$ cat src/rtl/node_address_decoder_consts.vh
// Purpose: constants shared by the node address decoder and its divider
// Assumes: 10 MHz core clock, AXI4-Lite register access, 4-bit byte address
// Notes:   register map: control word at 0x0, status word at 0x4
//
// Overview of operation
// F8 range selects DRAM only while boot mode is off.
// F0, E and D ranges select DRAM whatever the boot mode.
// D range alone also raises the non-cacheable DRAM indication.
// non-cacheable indication drives the processor cache-enable input, disabling caching.
// top nibble 3 selects the message FIFO, end-of-data space included.
// 6 range raises local select with both encode bits: the UART.
// in boot mode F8 raises local select and encode bit 1: PROM.
// 5 range: local select, encode bit 0 (port A); 4 range: neither bit.
// selects driven only while decode enabled; expansion select when decode disabled.
// access machines sample selects only with the address strobe.
// access machines wait pending until all other piped machines are idle; localAccessStart here ignores dramBusy and cyclePending.
// three registered copies of address strobe, all cleared in reset.
// encode bits latched gated by local select; UART select when all active.
// registered local start pulse from local select and latched strobe copy.
// encode 11 UART; 10 PROM/counter; 01 counter/port A; 00 status/control.
// half-rate clock toggles each rising core edge, held low in reset.
// boot mode maps PROM over RAM and permits node counter writes.
// while DRAM busy no other access machine may start.
// cycle pending flag set when a DRAM bus transaction starts.
// a 625 kHz slow clock times the local access devices.
// only the five top address bits and boot mode affect selects; here decodeEnable gates every select too.
`ifndef NODE_ADDRESS_DECODER_CONSTS_VH
`define NODE_ADDRESS_DECODER_CONSTS_VH

// top address nibbles
`define NIB_HIGH_DRAM   4'hf
`define NIB_MID_DRAM    4'he
`define NIB_NOCACHE     4'hd
`define NIB_FIFO        4'h3
`define NIB_UART        4'h6
`define NIB_PORT_A      4'h5
`define NIB_PORT_B      4'h4

// register byte offsets
`define REG_CONTROL     4'h0
`define REG_STATUS      4'h4

// control word fields
`define CTL_BOOT        0
`define CTL_CLEAR_CYC   1
`define CTL_RESET       1'b0

// status word fields
`define ST_PENDING      0
`define ST_UART_CS      1
`define ST_LENC0        2
`define ST_LENC1        3
`define ST_DRAM_BUSY    4
`define ST_BOOT         5
`define ST_HALF_CLK     6
`define ST_SLOW_CLK     7

// bus answers
`define RESP_OKAY       2'h0
`define RESP_SLVERR     2'h2

// timing
`define CORE_CLK_HZ     10000000
`define SLOW_CLK_HZ     625000
`define SLOW_HALF_CYC   (`CORE_CLK_HZ / (2 * `SLOW_CLK_HZ))
`define SLOW_CNT_W      4

`endif

$ cat src/rtl/clock_divider.v
// Purpose: half-rate and slow timing clocks derived from the core clock
// Assumes: core_clk 10 MHz, asynchronous active-low reset
// Notes:   outputs are levels from flip-flops, not clock ports
`timescale 1ns/1ps
`default_nettype none
`include "node_address_decoder_consts.vh"

module clock_divider
(
   input  wire       core_clk,
   input  wire       reset_n,
   output reg        halfRateClock,
   output reg        slowClock
);

   // count is worked out as an integer, then cut to the counter width on purpose
   localparam integer           SLOW_LAST_I = `SLOW_HALF_CYC - 1;
   localparam [`SLOW_CNT_W-1:0] SLOW_LAST   = SLOW_LAST_I[`SLOW_CNT_W-1:0];

   reg [`SLOW_CNT_W-1:0] slowCnt_r;

   ////////////////////////////////////////////////////////////////////////
   always @(posedge core_clk or negedge reset_n)
   begin
      if (!reset_n)
      begin
         halfRateClock <= 1'b0;
         slowClock     <= 1'b0;
         slowCnt_r     <= {`SLOW_CNT_W{1'b0}};
      end
      else
      begin
         halfRateClock <= ~halfRateClock;
         if (slowCnt_r == SLOW_LAST)
         begin
            slowCnt_r <= {`SLOW_CNT_W{1'b0}};
            slowClock <= ~slowClock;
         end
         else
         begin
            slowCnt_r <= slowCnt_r + 1'b1;
         end
      end
   end

endmodule // clock_divider

`default_nettype wire

$ cat src/rtl/node_address_decoder.v
// Purpose: top-bit address decode, strobe copies and local access start
// Assumes: all inputs synchronous to core_clk; one AXI4-Lite master
// Notes:   select pins are three-state, selOe high while they are driven
//
// The implementer's own choices: the AXI4-Lite register port and the register offsets.
`timescale 1ns/1ps
`default_nettype none
`include "node_address_decoder_consts.vh"

module node_address_decoder
(
   input  wire        core_clk,
   input  wire        reset_n,
   // processor side
   input  wire [4:0]  addrTop,
   input  wire        addrStrobe,
   input  wire        decodeEnable,
   input  wire        writeNotRead,
   input  wire        dramBusy,
   // decoded selects
   output wire        selOe,
   output wire        dramSel,
   output wire        dramNoCache,
   output wire        cacheEnableIn,
   output wire        fifoSel,
   output wire        localSel,
   output wire        localEnc1,
   output wire        localEnc0,
   output wire        expSel,
   // registered local access signals
   output wire [2:0]  adsCopy,
   output reg         latchedEnc1,
   output reg         latchedEnc0,
   output reg         uartChipSel,
   output reg         localAccessStart,
   output reg         cyclePending,
   output wire        halfRateClock,
   output wire        slowClock,
   // local device strobes
   output reg         uartRead,
   output reg         uartWrite,
   output reg         promRead,
   output reg         counterRead,
   output reg         counterWrite,
   output reg         portAWrite,
   output reg         statusRead,
   output reg         controlWrite,
   // register bus
   input  wire [3:0]  s_axi_awaddr,
   input  wire        s_axi_awvalid,
   output wire        s_axi_awready,
   input  wire [31:0] s_axi_wdata,
   input  wire [3:0]  s_axi_wstrb,
   input  wire        s_axi_wvalid,
   output wire        s_axi_wready,
   output reg  [1:0]  s_axi_bresp,
   output reg         s_axi_bvalid,
   input  wire        s_axi_bready,
   input  wire [3:0]  s_axi_araddr,
   input  wire        s_axi_arvalid,
   output wire        s_axi_arready,
   output reg  [31:0] s_axi_rdata,
   output reg  [1:0]  s_axi_rresp,
   output reg         s_axi_rvalid,
   input  wire        s_axi_rready
);

   reg         bootMode_r;
   reg         clearCycle_r;
   reg         writeLatched_r;
   reg  [2:0]  adsCopy_r;
   reg         awHeld_r;
   reg  [3:0]  awAddr_r;
   reg         wHeld_r;
   reg  [31:0] wData_r;
   reg         wStrb0_r;

   wire [3:0]  nib;
   wire        a27;
   wire        decDram;
   wire        decNoCache;
   wire        decFifo;
   wire        decLocal;
   wire        decEnc1;
   wire        decEnc0;
   wire        pendingNxt;
   wire        startNxt;
   wire        doWrite;
   wire [31:0] statusWord;

   ////////////////////////////////////////////////////////////////////////
   // combinational decode; address bits below 27 never reach this block
   assign nib = addrTop[4:1];
   assign a27 = addrTop[0];

   assign decDram = ((nib == `NIB_HIGH_DRAM) && a27 && !bootMode_r)
                  || ((nib == `NIB_HIGH_DRAM) && !a27)
                  || (nib == `NIB_MID_DRAM)
                  || (nib == `NIB_NOCACHE);

   assign decNoCache = (nib == `NIB_NOCACHE);

   assign decFifo = (nib == `NIB_FIFO);

   // boot mode swaps the F8 window from DRAM to the boot PROM
   assign decEnc1 = (nib == `NIB_UART)
                  || ((nib == `NIB_HIGH_DRAM) && a27 && bootMode_r);

   assign decEnc0 = (nib == `NIB_UART)
                  || (nib == `NIB_PORT_A);

   assign decLocal = decEnc1 || decEnc0
                   || (nib == `NIB_PORT_B);

   ////////////////////////////////////////////////////////////////////////
   // selects other than expSel are only driven while decode is enabled; expSel is driven while it is disabled
   assign selOe       = decodeEnable;
   assign dramSel     = decodeEnable & decDram;
   assign dramNoCache = decodeEnable & decNoCache;
   assign fifoSel     = decodeEnable & decFifo;
   assign localSel    = decodeEnable & decLocal;
   assign localEnc1   = decodeEnable & decEnc1;
   assign localEnc0   = decodeEnable & decEnc0;
   assign expSel      = ~decodeEnable;

   // high permits caching; the no-cache window pulls it low
   assign cacheEnableIn = ~dramNoCache;

   ////////////////////////////////////////////////////////////////////////
   // three copies of the strobe keep fan-out per copy small
   genvar gi;
   generate
      for (gi = 0; gi < 3; gi = gi + 1)
      begin : g_ads
         always @(posedge core_clk or negedge reset_n)
         begin
            if (!reset_n)
            begin
               adsCopy_r[gi] <= 1'b0;
            end
            else
            begin
               adsCopy_r[gi] <= addrStrobe;
            end
         end
      end
   endgenerate

   assign adsCopy = adsCopy_r;

   ////////////////////////////////////////////////////////////////////////
   // latched local selects and start pulse
   assign startNxt = localSel & adsCopy_r[0];

   always @(posedge core_clk or negedge reset_n)
   begin
      if (!reset_n)
      begin
         latchedEnc1      <= 1'b0;
         latchedEnc0      <= 1'b0;
         uartChipSel      <= 1'b0;
         localAccessStart <= 1'b0;
         writeLatched_r   <= 1'b0;
      end
      else
      begin
         latchedEnc1      <= localSel & localEnc1;
         latchedEnc0      <= localSel & localEnc0;
         uartChipSel      <= localSel & localEnc1 & localEnc0;
         localAccessStart <= startNxt;
         if (addrStrobe)
         begin
            writeLatched_r <= writeNotRead;
         end
      end
   end

   ////////////////////////////////////////////////////////////////////////
   // local device strobes, one cycle after the start pulse
   // counter writes are refused outside boot mode
   always @(posedge core_clk or negedge reset_n)
   begin
      if (!reset_n)
      begin
         uartRead     <= 1'b0;
         uartWrite    <= 1'b0;
         promRead     <= 1'b0;
         counterRead  <= 1'b0;
         counterWrite <= 1'b0;
         portAWrite   <= 1'b0;
         statusRead   <= 1'b0;
         controlWrite <= 1'b0;
      end
      else
      begin
         uartRead     <= 1'b0;
         uartWrite    <= 1'b0;
         promRead     <= 1'b0;
         counterRead  <= 1'b0;
         counterWrite <= 1'b0;
         portAWrite   <= 1'b0;
         statusRead   <= 1'b0;
         controlWrite <= 1'b0;
         if (localAccessStart)
         begin
            case ({latchedEnc1, latchedEnc0})
               2'h3:
               begin
                  uartRead  <= ~writeLatched_r;
                  uartWrite <= writeLatched_r;
               end
               2'h2:
               begin
                  promRead     <= ~writeLatched_r;
                  counterWrite <= writeLatched_r & bootMode_r;
               end
               2'h1:
               begin
                  counterRead <= ~writeLatched_r;
                  portAWrite  <= writeLatched_r;
               end
               default:
               begin
                  statusRead   <= ~writeLatched_r;
                  controlWrite <= writeLatched_r;
               end
            endcase
         end
      end
   end

   ////////////////////////////////////////////////////////////////////////
   // pending flag: a new DRAM transaction beats a clear in the same cycle
   assign pendingNxt = (addrStrobe & dramSel)
                     | (cyclePending & ~clearCycle_r & ~dramBusy);

   always @(posedge core_clk or negedge reset_n)
   begin
      if (!reset_n)
      begin
         cyclePending <= 1'b0;
      end
      else
      begin
         cyclePending <= pendingNxt;
      end
   end

   ////////////////////////////////////////////////////////////////////////
   clock_divider u_div
   (
      .core_clk      (core_clk),
      .reset_n       (reset_n),
      .halfRateClock (halfRateClock),
      .slowClock     (slowClock)
   );

   ////////////////////////////////////////////////////////////////////////
   // write channel: address and data taken in either order
   assign s_axi_awready = ~awHeld_r & ~s_axi_bvalid;
   assign s_axi_wready  = ~wHeld_r & ~s_axi_bvalid;
   assign doWrite       = awHeld_r & wHeld_r & ~s_axi_bvalid;

   always @(posedge core_clk or negedge reset_n)
   begin
      if (!reset_n)
      begin
         awHeld_r     <= 1'b0;
         awAddr_r     <= 4'h0;
         wHeld_r      <= 1'b0;
         wData_r      <= 32'h0;
         wStrb0_r     <= 1'b0;
         s_axi_bvalid <= 1'b0;
         s_axi_bresp  <= `RESP_OKAY;
         bootMode_r   <= `CTL_RESET;
         clearCycle_r <= 1'b0;
      end
      else
      begin
         clearCycle_r <= 1'b0;
         if (s_axi_awvalid && s_axi_awready)
         begin
            awHeld_r <= 1'b1;
            awAddr_r <= s_axi_awaddr;
         end
         if (s_axi_wvalid && s_axi_wready)
         begin
            wHeld_r  <= 1'b1;
            wData_r  <= s_axi_wdata;
            wStrb0_r <= s_axi_wstrb[0];
         end
         if (doWrite)
         begin
            awHeld_r     <= 1'b0;
            wHeld_r      <= 1'b0;
            s_axi_bvalid <= 1'b1;
            if (awAddr_r == `REG_CONTROL)
            begin
               s_axi_bresp <= `RESP_OKAY;
               if (wStrb0_r)
               begin
                  bootMode_r   <= wData_r[`CTL_BOOT];
                  clearCycle_r <= wData_r[`CTL_CLEAR_CYC];
               end
            end
            else if (awAddr_r == `REG_STATUS)
            begin
               s_axi_bresp <= `RESP_OKAY;
            end
            else
            begin
               s_axi_bresp <= `RESP_SLVERR;
            end
         end
         else if (s_axi_bvalid && s_axi_bready)
         begin
            s_axi_bvalid <= 1'b0;
         end
      end
   end

   ////////////////////////////////////////////////////////////////////////
   // read channel
   assign s_axi_arready = ~s_axi_rvalid;

   assign statusWord = {24'h0,
                        slowClock,
                        halfRateClock,
                        bootMode_r,
                        dramBusy,
                        latchedEnc1,
                        latchedEnc0,
                        uartChipSel,
                        cyclePending};

   always @(posedge core_clk or negedge reset_n)
   begin
      if (!reset_n)
      begin
         s_axi_rvalid <= 1'b0;
         s_axi_rdata  <= 32'h0;
         s_axi_rresp  <= `RESP_OKAY;
      end
      else
      begin
         if (s_axi_arvalid && s_axi_arready)
         begin
            s_axi_rvalid <= 1'b1;
            if (s_axi_araddr == `REG_CONTROL)
            begin
               s_axi_rdata <= {31'h0, bootMode_r};
               s_axi_rresp <= `RESP_OKAY;
            end
            else if (s_axi_araddr == `REG_STATUS)
            begin
               s_axi_rdata <= statusWord;
               s_axi_rresp <= `RESP_OKAY;
            end
            else
            begin
               s_axi_rdata <= 32'h0;
               s_axi_rresp <= `RESP_SLVERR;
            end
         end
         else if (s_axi_rvalid && s_axi_rready)
         begin
            s_axi_rvalid <= 1'b0;
         end
      end
   end

endmodule // node_address_decoder

`default_nettype wire

$ cat config.mk
export PLATFORM = sky130hd
export DESIGN_NAME = node_address_decoder
export DESIGN_NICKNAME = d
export VERILOG_FILES = /design/src/rtl/clock_divider.v /design/src/rtl/node_address_decoder.v
export VERILOG_INCLUDE_DIRS = /design/src /design/src/rtl
export SDC_FILE = /design/constraint.sdc
export NUM_CORES = 1
export LEC_CHECK = 0
export ABC_AREA = 1
export BUFFER_PORTS_ARGS = -buffer_cell sky130_fd_sc_hd__buf_2
export CAP_MARGIN = 30
export CELL_PAD_IN_SITES_DETAIL_PLACEMENT = 2
export CELL_PAD_IN_SITES_GLOBAL_PLACEMENT = 2
export CORE_AREA = 2 2 104 106
export CTS_CLUSTER_DIAMETER = 60
export DETAILED_ROUTE_END_ITERATION = 16
export DIE_AREA = 0 0 106 108
export HOLD_SLACK_MARGIN = 0.05
export PLACE_DENSITY_LB_ADDON = 0.1
export SYNTH_ARGS = -nofsm -noshare
export SYNTH_HDL_FRONTEND = slang
export SYNTH_HIERARCHICAL = 1
export SYNTH_SLANG_ARGS = --single-unit
export TNS_END_PERCENT = 30
$ cat constraint.sdc
create_clock -name core_clk -period 1 [get_ports core_clk]
set_input_delay 0.15 -clock core_clk [delete_from_list [all_inputs] [get_ports core_clk]]
set_output_delay 0.15 -clock core_clk [all_outputs]
set_load 0.02 [all_outputs]
# Word-level counts from Yosys, hierarchy flattened
# Cells that the tools add are included.
[totals]
ff_bits = 70
inputBits = 60
out_inout_bits = 68
wordCells = 134
[op_classes]
n_addsub = 1
eq_ne = 13
mux = 34
bitwise_logic = 30
n_reduce_logical = 26
[op_table]
columns = ["op", "n"]
rows = [
  ["$mux W1", 27],
  ["$eq A4 B3 Y1 const B", 6],
  ["$and A1 B1 Y1", 18],
  ["$mux W8", 2],
  ["$eq A4 B4 Y1 const B", 3],
  ["$not A1 Y1", 11],
  ["$logic_and A1 B1 Y1", 9],
  ["$logic_not A4 Y1", 2],
  ["$mux W2", 4],
  ["$reduce_bool A2 Y1", 4],
  ["$logic_or A1 B1 Y1", 7],
  ["$add A4 B1 Y4 const B", 1],
  ["$eq A2 B2 Y1 const B", 2],
  ["$eq A4 B2 Y1 const B", 1],
  ["$mux W4", 1],
  ["$reduce_and A3 Y1", 1],
  ["$reduce_or A3 Y1", 1],
  ["$eq A2 B1 Y1 const B", 1],
  ["$logic_not A1 Y1", 2],
  ["$or A1 B1 Y1", 1],
]

# Logic depth before layout (Yosys ltp)
[depth]
depth_word = 9
ltp_mapped = 6
depth_no_buf = 6

# By module
# The synthesis kept the hierarchy.
[modules_own_cells]
columns = ["module", "instances", "cells_each", "area_per_inst_um2", "seq_area_each_um2"]
rows = [
  ["node_address_decoder", 1, 208, 1776.7, 950.9],
  ["clock_divider", 1, 21, 229.0, 150.1],
]

# Worst setup path after synthesis
# OpenSTA, ideal clock, no wires.
[synth_path]
kind = "reg-to-output"
from = "register bootMode_r"
to = "output dramSel"
arrival_ps = 1133
t_required_ps = 850
slack_ps = -283
stages_incl_launch_ff = 4
n_path_buf = 0
path_cell_list = "dfrtp_1 nand2_1 nor2_4 nor4_1"
[synth_via]
elab_chain_len = 6
[synth_lines]
columns = ["element", "line", "rtl"]
rows = [
  ["start: declaration", "node_address_decoder.v:68", "reg bootMode_r;"],
  ["start signal: assignment", "node_address_decoder.v:275", "bootMode_r <= `CTL_RESET;"],
  ["start signal: assignment", "node_address_decoder.v:302", "bootMode_r <= wData_r[`CTL_BOOT];"],
  ["$logic_not A1 Y1", "node_address_decoder.v:96", "assign decDram = ((nib == `NIB_HIGH_DRAM) && a27 && !bootMode_r)"],
  ["$logic_and A1 B1 Y1", "node_address_decoder.v:96", ""],
  ["$logic_or A1 B1 Y1 (3 in series)", "node_address_decoder.v:96", ""],
  ["$and A1 B1 Y1", "node_address_decoder.v:118", "assign dramSel = decodeEnable & decDram;"],
  ["end: declaration", "node_address_decoder.v:22", "output wire dramSel,"],
]
# Every way passes these cells.

# Worst setup path after layout
[layout_path]
from = "register bootMode_r"
to = "output localEnc1"
[layout_via]
elab_chain_len = 3
[layout_lines]
columns = ["element", "line", "rtl"]
rows = [
  ["$logic_and A1 B1 Y1", "node_address_decoder.v:107", "|| ((nib == `NIB_HIGH_DRAM) && a27 && bootMode_r);"],
  ["$logic_or A1 B1 Y1", "node_address_decoder.v:106", "assign decEnc1 = (nib == `NIB_UART)"],
  ["$and A1 B1 Y1", "node_address_decoder.v:122", "assign localEnc1 = decodeEnable & decEnc1;"],
  ["end: declaration", "node_address_decoder.v:27", "output wire localEnc1,"],
]
# Every way passes these cells.

==> results list <==
- Place WS: -251.0 ps
* Global route total overflow: 0
- Start point of the worst hold path: writeNotRead
- The number of antenna diodes in the final layout is 0.
- Die Outline Area: 0.01145 mm2
* Main area contributors after synthesis: dfrtp_1, nand2_1, buf_4
* DP Area: 0.002689 mm2
* Worst slack on hold paths: 69.08 ps
- For the worst-skew pair, the clock arrives at the later sink with an insertion delay of 290 ps.
- Setup repair after global routing could not meet its margin everywhere.
* Nature of the critical path endpoint: primary output
- NumNets Final: 404
- The floorplan has 37 rows.
- Maximum fanout count along the critical path: 3
- Number of distinct library cells after synthesis: 20
- Slowest Stage Delay on Critical Path: 370 ps
- Endpoint required time on the critical path: 850 ps
* Number of setup violations in the final report: 28
- Static timing analysis puts the maximum clock frequency at 720.9 MHz.
- Worst setup skew after layout: 3.900 ps
- Pwr/cell area: 1812 mW/mm2
- Peak-usage layer in the global routing report: met2
- Max-cap violations in this run came to 0.
- Number of hold violations in the final report: 0
- Number of antenna-violating nets in the routed design: 0
* Share of post-route cells with drive strength above 1: 0.4680
- Hold depth: 3
- Port bufs: 68
* Post-synthesis register bit count: 44
- After clock tree synthesis, the clock-pin slew on the worst setup and hold paths is 80 ps.
* Synthesized area per cell: 8.758 um2
- The critical path goes through nand2_2 > nor2_4 > nand2_4 > a21oi_4 > buf_4.
- Final critical-path setup slack: -387.1 ps
- Yosys top cell area share: 0.5490
- Maximum number of pins on one net before global-route repair: 18
- The critical path is of the reg2out type.
- Clock tree from TritonCTS: yes
* Critical path's slowest cell: dfrtp_1
* Global-route wire length before repair: 9.528 mm
- Leakage power of the design: 1.722 nW
- Period utilization: 1.387
- Synthesis produced 229 cells.
- Top Ports: 128
* Violated checks: setup timing
* Number of vias after detailed routing: 1788
- For this configuration, the core starts out at a cell density of 0.1960.
- Status: finished, violations left
* Final critical-path required period: 1387 ps
- Counting along the longest clock path gives a buffer depth of 2.
* Launching element type of the critical path: register
- Half-perimeter wire length of the detailed placement result: 4.582 mm
- In this run the register-to-register setup slack is -150 ps.
* Number of synthesis warnings: 6
- The number of global-route vias before repair is 1956.
- At the worst endpoint, the arrival time is 1240 ps.
- The number of antenna violations at the first check in global routing came to 0.
* Number of design-rule violations left by the first detailed-router iteration: 25
- The floorplan step set the die width to 106 um.
- Measured on the finished design, the core utilization comes to 0.3116.
- Number of iterations in the first detailed-routing pass: 6
- For this run, the total global-route usage over all layers was measured as 0.1041.
- The cell family contributing the most delay on the critical path is flip-flops.
- In this run the cell area of the synthesized design comes to 0.002006 mm2.
- Dividing the detail-routed via count by the number of cells gives 3.725.
- Met2 demand-to-capacity share in global routing: 0.1733
- dfrtp_1 takes more of the synthesized area than any other cell.
- Met3 usage: 0.02291
- Counting every sink on the clock net gives 44.
- In this run the critical register-to-register path is launched from s_axi_bvalid.
- Relative to the synthesized area, the layout overhead comes to 58.95%.
- In the layout the commonest cells are buf_2, nand2_1, dfrtp_1.
* Proportion of synthesized chip area in sequential cells: 0.5490
- Last weighted congestion value of the routability-driven placer: 0.7109
* Max IR drop VDD: 0.0008353 V
- CTS built an H-tree with a depth of 2.
- The number of buffers and inverters on the critical path is 1.
* Total power: 5.778 mW
- Worst hold path class: in2reg
- Met1 Track Usage GR: 0.1361
- The library cell used most frequently in the layout, excluding fill and tap cells, is buf_2.
- The number of clock buffers added by TritonCTS is 5.
- The worst register-to-register path ends at bootMode_r.
- The number of cells on the worst reg-to-reg path is 5.
- CTS root buf: clkbuf_8
- Measured along the y axis, the die boundary spans 108 um.
- After detailed routing, the number of remaining DRC violations is 0.
- Hold Path End: writeLatched_r
* Area of all placed cells without fillers: 0.003188 mm2
* Total core area: 0.01023 mm2
- Mean routed wirelength per cell: 11.85 um
* Max-slew violation count: 0
- DRT Wirelength: 5.686 mm
area by class of cell:
type                       instances  area [um2]
clock inverter                     2       35.03
timing repair buffer             112       842.1
inverter                          24       96.34
clock buffer                       6       72.57
tap                              136       170.2
sequential                        44        1105
multi-input combinational        156       867.1
fill                            1171        7043
worst max-delay path by stage:
stage	from	to	cells past startpoint
after global routing	bootMode_r	localEnc1	5
final	bootMode_r	localEnc1	5
after CTS	bootMode_r	localEnc1	5
after global placement	addrTop[3]	localEnc1	6
after floorplan	bootMode_r	latchedEnc1	4
after detailed placement	addrTop[3]	localEnc1	6
what timing repair did:
item	4_1_cts	5_1_grt
hold buffers	4	0
endpoints found under the hold margin	15	0
setup endpoints to repair	40	60
resized for setup	45	42
pin swaps	4	7
buffers inserted	6	5
cloned	0	0
layer usage:
metal	vias up	routed length, um
li1	885	-
met1	843	2552
met2	56	2754
met3	4	314
met4	0	65
met5	-	0
where the power goes:
group	total [mW]	switching, mW	internal, mW
Sequential	2.27	0.218	2.05
Combinational	2.14	1.11	1.03
Clock	1.37	0.627	0.743
registers in the layout (all words and copies together), names as in the netlist, 2 cells and up:
signal	cells
u_div/slowCnt_r	4
awAddr_r	4
s_axi_rdata	8
wData_r	2
per-stage QoR:
step / setup TNS, ps / instances
after floorplan: -721.8 / 254
after global placement: -723.5 / 459
after detailed placement: -1064 / 459
after CTS: -3058 / 477
after global routing: -5585 / 480
final: -3085 / 480
Yosys cell counts:
master and n:
o21ai_1 1, nor3b_1 1, inv_1 24, nand2_2 5, nor3_1 2, nor2_2 5
buf_2 1, xor2_1 1, o21ai_0 8, buf_4 29, nand3_1 21, ha_1 1
nor4_1 2, nand4_1 1, nor2_1 20, conb_1 1, dfrtp_1 44, a21oi_1 2
nand2_1 59, nor2_4 1
tightest hold or removal path: stages:
cell     delay, ps
buf_2           80
nand2_1         40
o21ai_0         60
logic make-up (layout without fill, tap and decap cells):
| kind of cell | after synthesis | after routing | share of synthesized area |
|---|---|---|---|
| other | 1 | 26 | 0.001870 |
| flip-flops | 44 | 44 | 0.5490 |
| AO/OA/AOI/OAI | 11 | 11 | 0.02745 |
| adder cells (fa/ha/maj) | 1 | 1 | 0.006237 |
| AND/OR/NAND/NOR | 117 | 117 | 0.2551 |
| XOR/XNOR | 1 | 1 | 0.004368 |
| buffers and inverters | 54 | 144 | 0.1560 |
Note: power is estimated with default switching activity, not from simulation.
